--- src/logic/dtca_cfg.svh ---
// Offsets, field positions, masks and reset values of the dual timer
`ifndef DTCA_CFG_SVH
`define DTCA_CFG_SVH
`define DTCA_AUX_CTL_OFS 16'hFF46
`define DTCA_CORE_CTL_OFS 16'hFF48
`define DTCA_CAP_OFS 16'hFF4A
`define DTCA_AUX_CNT_OFS 16'hFF4C
`define DTCA_CORE_CNT_OFS 16'hFF4E
`define DTCA_CTL_RST 16'h0000
`define DTCA_CNT_RST 16'h0000
`define DTCA_CORE_CTL_MASK 16'h87FF
`define DTCA_AUX_CTL_MASK 16'hF1DF
`define DTCA_CAP_EN_BIT 15
`define DTCA_RELOAD_BIT 15
`define DTCA_CLR_CAP_BIT 14
`define DTCA_CI_HI 13
`define DTCA_CI_LO 12
`define DTCA_OTL_BIT 10
`define DTCA_OE_BIT 9
`define DTCA_UDE_BIT 8
`define DTCA_UD_BIT 7
`define DTCA_RUN_BIT 6
`define DTCA_MODE_HI 5
`define DTCA_MODE_LO 3
`define DTCA_ISEL_HI 2
`define DTCA_ISEL_LO 0
`define DTCA_PIN_CNT 5
`define DTCA_MIN_LEVEL_CYC 4
`endif

--- src/logic/dtca_pkg.sv ---
// Types shared by the dual timer block
package dtca_pkg;
  typedef logic [15:0] dtca_word_t;
  typedef enum logic [2:0] {
    DTCA_TIMER = 3'b000,
    DTCA_COUNTER = 3'b001,
    DTCA_GATED_LO = 3'b010,
    DTCA_GATED_HI = 3'b011
  } dtca_mode_t;
  typedef struct packed {
    dtca_word_t core_ctl;
    dtca_word_t aux_ctl;
    dtca_word_t core_cnt;
    dtca_word_t aux_cnt;
    dtca_word_t cap;
    logic [8:0] pre;
    logic [4:0] s1;
    logic [4:0] s2;
    logic [4:0] s3;
    dtca_word_t rdata;
    logic pin;
  } dtca_state_t;
endpackage

--- src/logic/dtca_timer.sv ---
// Dual 16-bit up/down timer pair: core timer with toggle latch, auxiliary timer with capture
`timescale 1ns/100ps
`default_nettype none
`include "dtca_cfg.svh"

// Operation
// - Each core overflow or underflow inverts the core toggle latch.
// - Software writes set or clear the toggle latch directly.
// - Output enable 1 drives latch on pin, else pin carries general I/O.
// - Toggle latch feeds auxiliary counter internally, pin routing not needed.
// - Direction bit picks direction; with external enable, down when pin differs.
// - Both timers use the same direction logic with their own pin and bits.
// - Timer mode steps at clock over 4 times 2 to input select, 4 to 512.
// - Same eight prescaler choices for gated mode and the auxiliary timer.
// - Modes 010 and 011 gate; low mode bit gives gate polarity.
// - Gated mode advances only with run bit set and gate active.
// - Gate pin level changes raise no interrupt request.
// - Core counter mode counts none, rising, falling or either pin edge.
// - Auxiliary timer has same modes but no toggle latch or output pin.
// - Auxiliary mode: timer, counter, gated low, gated high.
// - Capture select: disabled, rising, falling or either capture pin edge.
// - Clear-on-capture set clears the auxiliary timer on capture.
// - Capture enable gates copying the auxiliary timer into capture register.
// - Shared functions sit at the same bit positions in both control registers.
// - Aux control: 15 capture, 14 clear, 13:12 edge, 8,7,6, 4:3, 2:0.
// - Core mode: timer, counter, gated low, gated high; upper codes reserved.
// - Each timer holds while its run bit is 0, except the aux timer, which a capture with clear set still zeroes.
// - Only overflow-caused latch changes clock the auxiliary counter.
module dtca_timer (
  input wire logic mclk,
  input wire logic arst_n,
  input wire logic [15:0] reg_addr,
  input wire dtca_pkg::dtca_word_t reg_wdata,
  input wire logic reg_wr,
  input wire logic reg_rd,
  output logic [15:0] reg_rdata,
  input wire logic core_gate_count_pin,
  input wire logic aux_gate_count_pin,
  input wire logic core_dir_pin,
  input wire logic aux_dir_pin,
  input wire logic capture_input_pin,
  input wire logic port3_gpio_data,
  output logic toggle_output_pin
);
  import dtca_pkg::*;

  localparam int PIN_CORE_GATE = 0;
  localparam int PIN_AUX_GATE = 1;
  localparam int PIN_CORE_DIR = 2;
  localparam int PIN_AUX_DIR = 3;
  localparam int PIN_CAP = 4;

  dtca_state_t q;
  dtca_state_t d;

  // Prescaler tick: every 4 << sel clocks
  function automatic logic presc_tick(input logic [8:0] pre, input logic [2:0] sel);
    logic [9:0] mask;
    mask = (10'h004 << sel) - 10'h001;
    return ({1'b0, pre} & mask) == mask;
  endfunction

  // Edge match for a two-bit edge code
  function automatic logic edge_hit(input logic [1:0] sel, input logic rise, input logic fall);
    return (sel[0] & rise) | (sel[1] & fall);
  endfunction

  // Down when set; external enable makes pin level xor direction bit decide
  function automatic logic count_down(input logic ude, input logic ud, input logic pin);
    return ude ? (pin ^ ud) : ud;
  endfunction

  // Step decision shared by both timers
  function automatic logic step_ok(input dtca_mode_t mode, input logic run, input logic tick,
                                   input logic edge_evt, input logic gate);
    logic ok;
    ok = 1'b0;
    case (mode)
      DTCA_TIMER: ok = tick;
      DTCA_COUNTER: ok = edge_evt;
      DTCA_GATED_LO: ok = tick & ~gate;
      DTCA_GATED_HI: ok = tick & gate;
      default: ok = 1'b0;
    endcase
    return run & ok;
  endfunction

  logic [4:0] rise;
  logic [4:0] fall;
  logic wr_core_ctl, wr_aux_ctl, wr_core_cnt, wr_aux_cnt, wr_cap;
  dtca_mode_t core_mode, aux_mode;
  logic core_step, core_down, core_ovf;
  logic aux_step, aux_down, aux_edge, cap_evt;
  logic otl_new, otl_rise_evt, otl_fall_evt;

  // Edge detect on the second and third stages only
  assign rise = q.s2 & ~q.s3;
  assign fall = ~q.s2 & q.s3;

  // Register write decode
  assign wr_core_ctl = reg_wr && reg_addr == `DTCA_CORE_CTL_OFS;
  assign wr_aux_ctl = reg_wr && reg_addr == `DTCA_AUX_CTL_OFS;
  assign wr_core_cnt = reg_wr && reg_addr == `DTCA_CORE_CNT_OFS;
  assign wr_aux_cnt = reg_wr && reg_addr == `DTCA_AUX_CNT_OFS;
  assign wr_cap = reg_wr && reg_addr == `DTCA_CAP_OFS;

  // Mode fields at the same position in both registers
  assign core_mode = dtca_mode_t'(q.core_ctl[`DTCA_MODE_HI:`DTCA_MODE_LO]);
  assign aux_mode = dtca_mode_t'({1'b0, q.aux_ctl[`DTCA_MODE_HI-1:`DTCA_MODE_LO]});

  // Core timer step, direction and overflow
  always_comb begin
    core_down = count_down(q.core_ctl[`DTCA_UDE_BIT], q.core_ctl[`DTCA_UD_BIT],
                           q.s2[PIN_CORE_DIR]);
    core_step = step_ok(core_mode, q.core_ctl[`DTCA_RUN_BIT],
                        presc_tick(q.pre, q.core_ctl[2:0]),
                        ~q.core_ctl[2] & edge_hit(q.core_ctl[1:0], rise[PIN_CORE_GATE],
                                                  fall[PIN_CORE_GATE]),
                        q.s2[PIN_CORE_GATE]);
    core_ovf = core_step && !wr_core_cnt &&
               (core_down ? q.core_cnt == 16'h0000 : q.core_cnt == 16'hFFFF);
  end

  // Toggle latch: overflow-caused changes alone clock the aux counter
  always_comb begin
    otl_new = q.core_ctl[`DTCA_OTL_BIT] ^ core_ovf;
    otl_rise_evt = core_ovf & otl_new;
    otl_fall_evt = core_ovf & ~otl_new;
  end

  // Auxiliary timer step, direction and capture
  always_comb begin
    aux_down = count_down(q.aux_ctl[`DTCA_UDE_BIT], q.aux_ctl[`DTCA_UD_BIT],
                          q.s2[PIN_AUX_DIR]);
    aux_edge = q.aux_ctl[2] ? edge_hit(q.aux_ctl[1:0], otl_rise_evt, otl_fall_evt)
                            : edge_hit(q.aux_ctl[1:0], rise[PIN_AUX_GATE],
                                       fall[PIN_AUX_GATE]);
    aux_step = step_ok(aux_mode, q.aux_ctl[`DTCA_RUN_BIT],
                       presc_tick(q.pre, q.aux_ctl[2:0]), aux_edge,
                       q.s2[PIN_AUX_GATE]);
    cap_evt = edge_hit(q.aux_ctl[`DTCA_CI_HI:`DTCA_CI_LO], rise[PIN_CAP],
                       fall[PIN_CAP]);
  end

  // Next state; gate pin changes only steer counting, nothing else
  always_comb begin
    d = q;
    d.pre = q.pre + 9'h001;
    d.s1 = {capture_input_pin, aux_dir_pin, core_dir_pin, aux_gate_count_pin,
            core_gate_count_pin};
    d.s2 = q.s1;
    d.s3 = q.s2;
    // Core count; reload from capture register when enabled
    if (wr_core_cnt) begin
      d.core_cnt = reg_wdata;
    end else if (core_ovf && q.core_ctl[`DTCA_RELOAD_BIT]) begin
      d.core_cnt = q.cap;
    end else if (core_step) begin
      d.core_cnt = core_down ? q.core_cnt - 16'h0001 : q.core_cnt + 16'h0001;
    end
    // Core control; written latch value still toggles on a same-cycle overflow
    if (wr_core_ctl) begin
      d.core_ctl = reg_wdata & `DTCA_CORE_CTL_MASK;
    end
    d.core_ctl[`DTCA_OTL_BIT] = d.core_ctl[`DTCA_OTL_BIT] ^ core_ovf;
    if (wr_aux_ctl) begin
      d.aux_ctl = reg_wdata & `DTCA_AUX_CTL_MASK;
    end
    // Capture copies before clear
    if (wr_cap) begin
      d.cap = reg_wdata;
    end else if (cap_evt && q.aux_ctl[`DTCA_CAP_EN_BIT]) begin
      d.cap = q.aux_cnt;
    end
    if (wr_aux_cnt) begin
      d.aux_cnt = reg_wdata;
    end else if (cap_evt && q.aux_ctl[`DTCA_CLR_CAP_BIT]) begin
      d.aux_cnt = `DTCA_CNT_RST;
    end else if (aux_step) begin
      d.aux_cnt = aux_down ? q.aux_cnt - 16'h0001 : q.aux_cnt + 16'h0001;
    end
    // Pin shows latch only when enabled, else general I/O data
    d.pin = q.core_ctl[`DTCA_OE_BIT] ? q.core_ctl[`DTCA_OTL_BIT] : port3_gpio_data;
    // Read data for one cycle, unmapped reads zero
    d.rdata = 16'h0000;
    if (reg_rd) begin
      case (reg_addr)
        `DTCA_CORE_CTL_OFS: d.rdata = q.core_ctl;
        `DTCA_AUX_CTL_OFS: d.rdata = q.aux_ctl;
        `DTCA_CORE_CNT_OFS: d.rdata = q.core_cnt;
        `DTCA_AUX_CNT_OFS: d.rdata = q.aux_cnt;
        `DTCA_CAP_OFS: d.rdata = q.cap;
        default: d.rdata = 16'h0000;
      endcase
    end
  end

  // State register
  always_ff @(posedge mclk or negedge arst_n) begin
    if (!arst_n) begin
      q <= '0;
    end else begin
      q <= d;
    end
  end

  assign reg_rdata = q.rdata;
  assign toggle_output_pin = q.pin;
endmodule
`default_nettype wire

--- config.mk ---
export PLATFORM = sky130hd
export DESIGN_NAME = dtca_timer
export DESIGN_NICKNAME = d
export VERILOG_FILES = /design/src/logic/dtca_pkg.sv /design/src/logic/dtca_timer.sv
export VERILOG_INCLUDE_DIRS = /design/src /design/src/logic
export SDC_FILE = /design/constraint.sdc
export NUM_CORES = 1
export LEC_CHECK = 0
export BUFFER_PORTS_ARGS = -buffer_cell sky130_fd_sc_hd__buf_4
export CORE_MARGIN = 2
export CORE_UTILIZATION = 65
export CTS_CLUSTER_DIAMETER = 120
export DETAILED_ROUTE_END_ITERATION = 16
export GPL_ROUTABILITY_DRIVEN = 0
export GPL_TIMING_DRIVEN = 0
export HOLD_SLACK_MARGIN = 0.03
export PLACE_DENSITY = 0.86
export SLEW_MARGIN = 40
export SYNTH_ARGS = -nofsm -noshare
export SYNTH_HDL_FRONTEND = slang
export SYNTH_SLANG_ARGS = --single-unit
--- constraint.sdc ---
create_clock -name mclk -period 9.2 [get_ports mclk]
set_input_delay 1.38 -clock mclk [delete_from_list [all_inputs] [get_ports mclk]]
set_output_delay 1.38 -clock mclk [all_outputs]
set_load 0.02 [all_outputs]
* After elaboration in Yosys (flattened, before gate mapping)
Cells that the tools add are included.
** Cells by class
- Add/sub/neg operators :: 7
- Equality and inequality tests :: 14
- Shift-type cells :: 2
- Multiplexer cells :: 20
- Bitwise logic cells :: 35
- Reductions and logical operators :: 17
** Operator list (count)
- $mux 16 :: 11
- $eq 16x16->1 const B :: 6
- $pmux 16 s5 :: 1
- $add 16x1->16 const B :: 2
- $sub 16x1->16 const B :: 2
- $and 9x10->10 :: 2
- $eq 10x10->1 :: 2
- $shl 3x3->10 const A :: 2
- $sub 10x1->10 const B :: 2
- $and 1x1->1 :: 17
- $logic_not 16->1 :: 1
- $mux 11 :: 1
- $and 5x5->5 :: 2
- $logic_and 1x1->1 :: 10
- $not 5->5 :: 2
- $add 9x1->9 const B :: 1
- $pmux 1 s4 :: 2
- $eq 3x2->1 const B :: 2
- $logic_not 3->1 :: 2
- $reduce_bool 3->1 :: 2
- $mux 1 :: 5
- $eq 2x2->1 const B :: 2
- $not 1->1 :: 4
- $or 1x1->1 :: 4
- 5 further kinds :: 8
** Word-level totals
- Bits in registers :: 113
- Output and inout port bits :: 17

* Longest topological paths before layout
- Word-level depth :: 20
- Depth in mapped cells :: 14

* Worst setup path after synthesis
OpenSTA, ideal clock, no wires.
- Path kind :: input -> register
- Start point :: in reg_addr[0]
- End point :: reg q[72] in the netlist's numbering
- Setup time :: 136 ps
- Arrival time :: 3410 ps
- Data required time :: 9064 ps
- Slack :: 5655 ps
- Stages on the path :: 9
- Cell sequence :: or4_1 -> nor4_4 -> and4_1 -> buf_2 -> a21oi_1 -> buf_2 -> o2111a_1 -> a2111oi_0 -> nand3_1
** On the way
- Word-level cells in the longest chain between the ends :: 14
- Elaborated cells on any way between the ends :: 19
- Classes of those cells :: eq/ne: 2; mux: 3; bitwise: 8; reduce/logical: 6
** RTL lines
- start: declaration :: RTL line dtca_timer.sv:32 : input wire logic [15:0] reg_addr,
- $eq 16x16->1
- $logic_and 1x1->1 (no source line)
- $logic_not 1->1 :: RTL line dtca_timer.sv:120 : core_ovf = core_step && !wr_core_cnt &&
- $logic_and 1x1->1 (2 in series) :: RTL line dtca_timer.sv:120
- $xor 1x1->1 :: RTL line dtca_timer.sv:126 : otl_new = q.core_ctl[`DTCA_OTL_BIT] ^ core_ovf;
- $not 1->1 :: RTL line dtca_timer.sv:128 : otl_fall_evt = core_ovf & ~otl_new;
- $and 1x1->1 :: RTL line dtca_timer.sv:128
- $and 1x1->1 :: RTL line dtca_timer.sv:65 : return (sel[0] & rise) | (sel[1] & fall);
- $or 1x1->1 :: RTL line dtca_timer.sv:65
- $mux 1 :: RTL line dtca_timer.sv:135 : aux_edge = q.aux_ctl[2] ? edge_hit(q.aux_ctl[1:0], otl_rise_evt, otl_fall_evt)
- $pmux 1 s4 :: RTL line dtca_timer.sv:78 : case (mode)
- $and 1x1->1 :: RTL line dtca_timer.sv:85 : return run & ok;
- $reduce_bool 3->1 (no source line)
- end signal: assignment :: RTL line dtca_timer.sv:201 : q <= '0;
- end signal: assignment :: RTL line dtca_timer.sv:203 : q <= d;
- end: declaration :: RTL line dtca_timer.sv:53 : dtca_state_t q;
Several ways; a longest one is shown, not always the timed one.
A chain may end at the register's enable or synchronous reset.

* Worst setup path after layout
Ends and elaborated chain as after synthesis.

==> results.yml <==
status:
  status: "finished clean"
worst_setup_path:
  cp.arrival_ns: 4.02
  worstPathMaxFanout: 10
  crit_chain: "buf_4, or4_1, nor4_4, and4_1, buf_2, a21oi_1, buf_2, o2111a_1, a2111oi_0, nand3_1"
  rrSetupSlack_ns: 5.55
  slowest_stage: "or4_1"
  startpoint_type: "input pin"
  critPathMaxStageDelay_ns: 0.57
  r2r_start: "q[105]$_DFFE_PN0P_"
  cp-end-kind: "register"
  worst-endpoint-required_ns: 9.47
  r2r-end: "q[72]$_DFFE_PN0P_"
  reg2reg_depth: 11
  critPathMostFrequentCell: "buf_2"
  critical_path_class: "input pin to register"
die:
  dieArea_um2: 11690
  core_area_um2: 10700
  initial_core_util: 0.6586
  rows: 38
  dieWidth_um: 108.1
  die-height_um: 108.1
  io_pins: 59
clocking:
  cts_resized: 0
  cts_tree: "yes"
  clock-sinks: 111
  cts-hold-fix-buffers: 0
  cts_buffers: 9
  clockBufferDepth: 2
  path_clk_slew_ns: 0.10
  root_buffer: "clkbuf_8"
  cts_setup_buffers: 0
  clk_latency_ns: 0.38
  htree_levels: 3
synth:
  ys_warn_count: 0
  synthFlopType: "dfrtp_1"
  synth_cell_types: 78
  ys_top_cells_by_area: "dfrtp_1 (39%), mux2_2 (5.6%), ha_1 (5.5%), a21oi_1 (4.5%), nand2_1 (3.4%)"
  synth_edf_count: 0
  syn_inst: 728
  synth_top_area_frac: 0.3942
  synth-seq-cells: 111
  syn_area_um2: 7046
  yosysTopAreaCell: "dfrtp_1"
  syn_avg_cell_area_um2: 9.678
  ys_seq_area_frac: 0.3942
  synthArstFlopShare: 1.000
  syn-num-nets: 803
global_route:
  antenna_found_initial: 0
  grt_max_degree: 112
  grt_pass1_wl_um: 30260
  grtUsageTotal: 0.3342
  grt_remaining_overflow: 0
  grt_pass1_vias: 6050
detailed_routing:
  drt.antenna.violating_nets: 0
  totalWireLength_um: 18850
  wl_per_cell_um: 19.99
  routed.top_layer: "met4"
  avgViaCountPerCell: 6.567
  drt_iter0_markers: 767
  dr.pass1.iters: 8
  met3_length_um: 1744
  wl_met1_um: 7576
  drc: 0
  dr_wl_met2_um: 9072
  vias: 6193
timing:
  fmax_ghz: 0.2667
  setup_viol: 0
  setup_ws_ns: 5.450
  setup_tns_ns: 0
  min_period_ns: 3.750
  slew_violations: 0
  slew_headroom: 0.4724
  hold_violations: 0
  tightest_slew_ns: 0.7853
  finalCritPeriodShare: 0.4076
  skew_ns: 0.007536
  rsz0062_at_grt: "no"
hold_path:
  hold_start: "d[24]$_DFF_PN0_"
  min_delay_worst_endpoint: "d[19]$_DFF_PN0_"
  holdPathStages: 0
  hp-class: "register to register"
power_and_ir_drop:
  power_uw: 811.9
  cellLeakagePower_nw: 3.709
  p_per_area_nw_per_um2: 102.9
  vdd_drop_max_uv: 71.75
cells_and_area:
  layout_commonest_cell: "dfrtp_1"
  nNetsFinal: 873
  drive_gt1_frac: 0.2042
  fill_cells: 757
  final_cell_mix: "dfrtp_1 (111), buf_4 (75), a21oi_1 (64)"
  areaGrowthSynthToFinish_pct: 11.93
  antenna_cells: 0
job:
  maxCapViolations: 0
placement:
  numPortBuffers: 58
  dp_slack_ns: 5.145
  dp_hpwl_um: 14170
flip-flops by register name (all words and copies together) (netlist names):
name and count:
aux_mode 2, d 10, toggle_output_pin 1, reg_rdata 16, core_mode 3, q 79
metal layers:
layer	GRT usage	vias to the layer above
met5	0	-
met4	0.1172	0
li1	-	2814
met1	0.4549	2977
met3	0.05726	50
met2	0.5440	352
kinds of logic after synthesis:
| logic type | after synthesis | synth area share |
|---|---|---|
| AOI/OAI and AO/OA | 203 | 0.1895 |
| xor gates and xnor gates | 38 | 0.04724 |
| adders and majority gates | 34 | 0.06216 |
| buffers and inverters | 64 | 0.05345 |
| DFF | 111 | 0.3942 |
| muxes | 58 | 0.09039 |
| and+or+nand+nor | 220 | 0.1630 |
per-stage QoR:
| stage | area, um^2 | utilization | std cells | hold WS (ns) |
|---|---|---|---|---|
| 2_1_floorplan | 7046 | - | 728 | 0.3312 |
| 3_3_place_gp | 7656 | 0.7157 | 926 | 0.3316 |
| 3_5_place_dp | 7671 | 0.7171 | 926 | 0.3396 |
| 4_1_cts | 7848 | 0.7336 | 942 | 0.3576 |
| 5_1_grt | 7886 | 0.7372 | 943 | 0.3791 |
| 6_report | 7886 | 0.7372 | 943 | 0.3583 |
cells in the mapped netlist (5+ instances only):
| master | n |
|---|---|
| dfrtp_1 | 111 |
| nand2_1 | 63 |
| a2bb2oi_1 | 15 |
| nand3_1 | 32 |
| a22oi_1 | 19 |
| nor4_1 | 5 |
| nand2b_1 | 5 |
| nand4_1 | 9 |
| mux2_2 | 35 |
| a31oi_1 | 5 |
| a21o_1 | 7 |
| o211ai_1 | 6 |
| a21oi_1 | 64 |
| a211oi_1 | 5 |
| ha_1 | 31 |
| inv_1 | 16 |
| a222oi_1 | 5 |
| mux2i_1 | 22 |
| nor3_1 | 12 |
| nor2b_1 | 6 |
| xor2_1 | 13 |
| buf_4 | 18 |
| buf_2 | 5 |
| or3_1 | 9 |
| nor2_1 | 41 |
| xnor2_1 | 25 |
| o21ai_0 | 41 |
| clkbuf_1 | 16 |
| and3_1 | 7 |
worst max path at each step:
stage,from,end,slack [ns]
after floorplan,reg_addr[0],q[72]$_DFFE_PN0P_,5.65
after global placement,q[97]$_DFFE_PN0P_,q[72]$_DFFE_PN0P_,5.05
after detailed placement,reg_addr[0],q[69]$_DFFE_PN0P_,5.14
after CTS,q[97]$_DFFE_PN0P_,q[72]$_DFFE_PN0P_,5.42
after global routing,reg_addr[0],q[66]$_DFFE_PN0P_,5.30
final,reg_addr[0],q[72]$_DFFE_PN0P_,5.45
critical path, delay by kind of cell:
kind | cells | cell delay, ns
simple gates | 4 | 1.52
compound gates | 3 | 0.57
buf+inv | 3 | 0.55
final cells by class:
cell class              instances  area (um^2)  area share
multi-input cells             553         3910      0.4958
flip-flops and latches        111         2778      0.3522
repair buffers                 59        470.5     0.05965
plain buffers                  48        316.6     0.04014
well taps                     140        175.2     0.02221
clock buffers                  12        145.1     0.01840
inverters                      16        60.06    0.007615
clock inverters                 4        31.28    0.003966
power breakdown:
| group | switching [mW] | internal, mW | leakage (nW) |
|---|---|---|---|
| combinational | 0.0245 | 0.0183 | 2.24 |
| clock | 0.168 | 0.107 | 0.0905 |
| sequential | 0.00226 | 0.491 | 1.38 |
| total | 0.195 | 0.617 | 3.71 |
(Power assumes the default switching activity.)
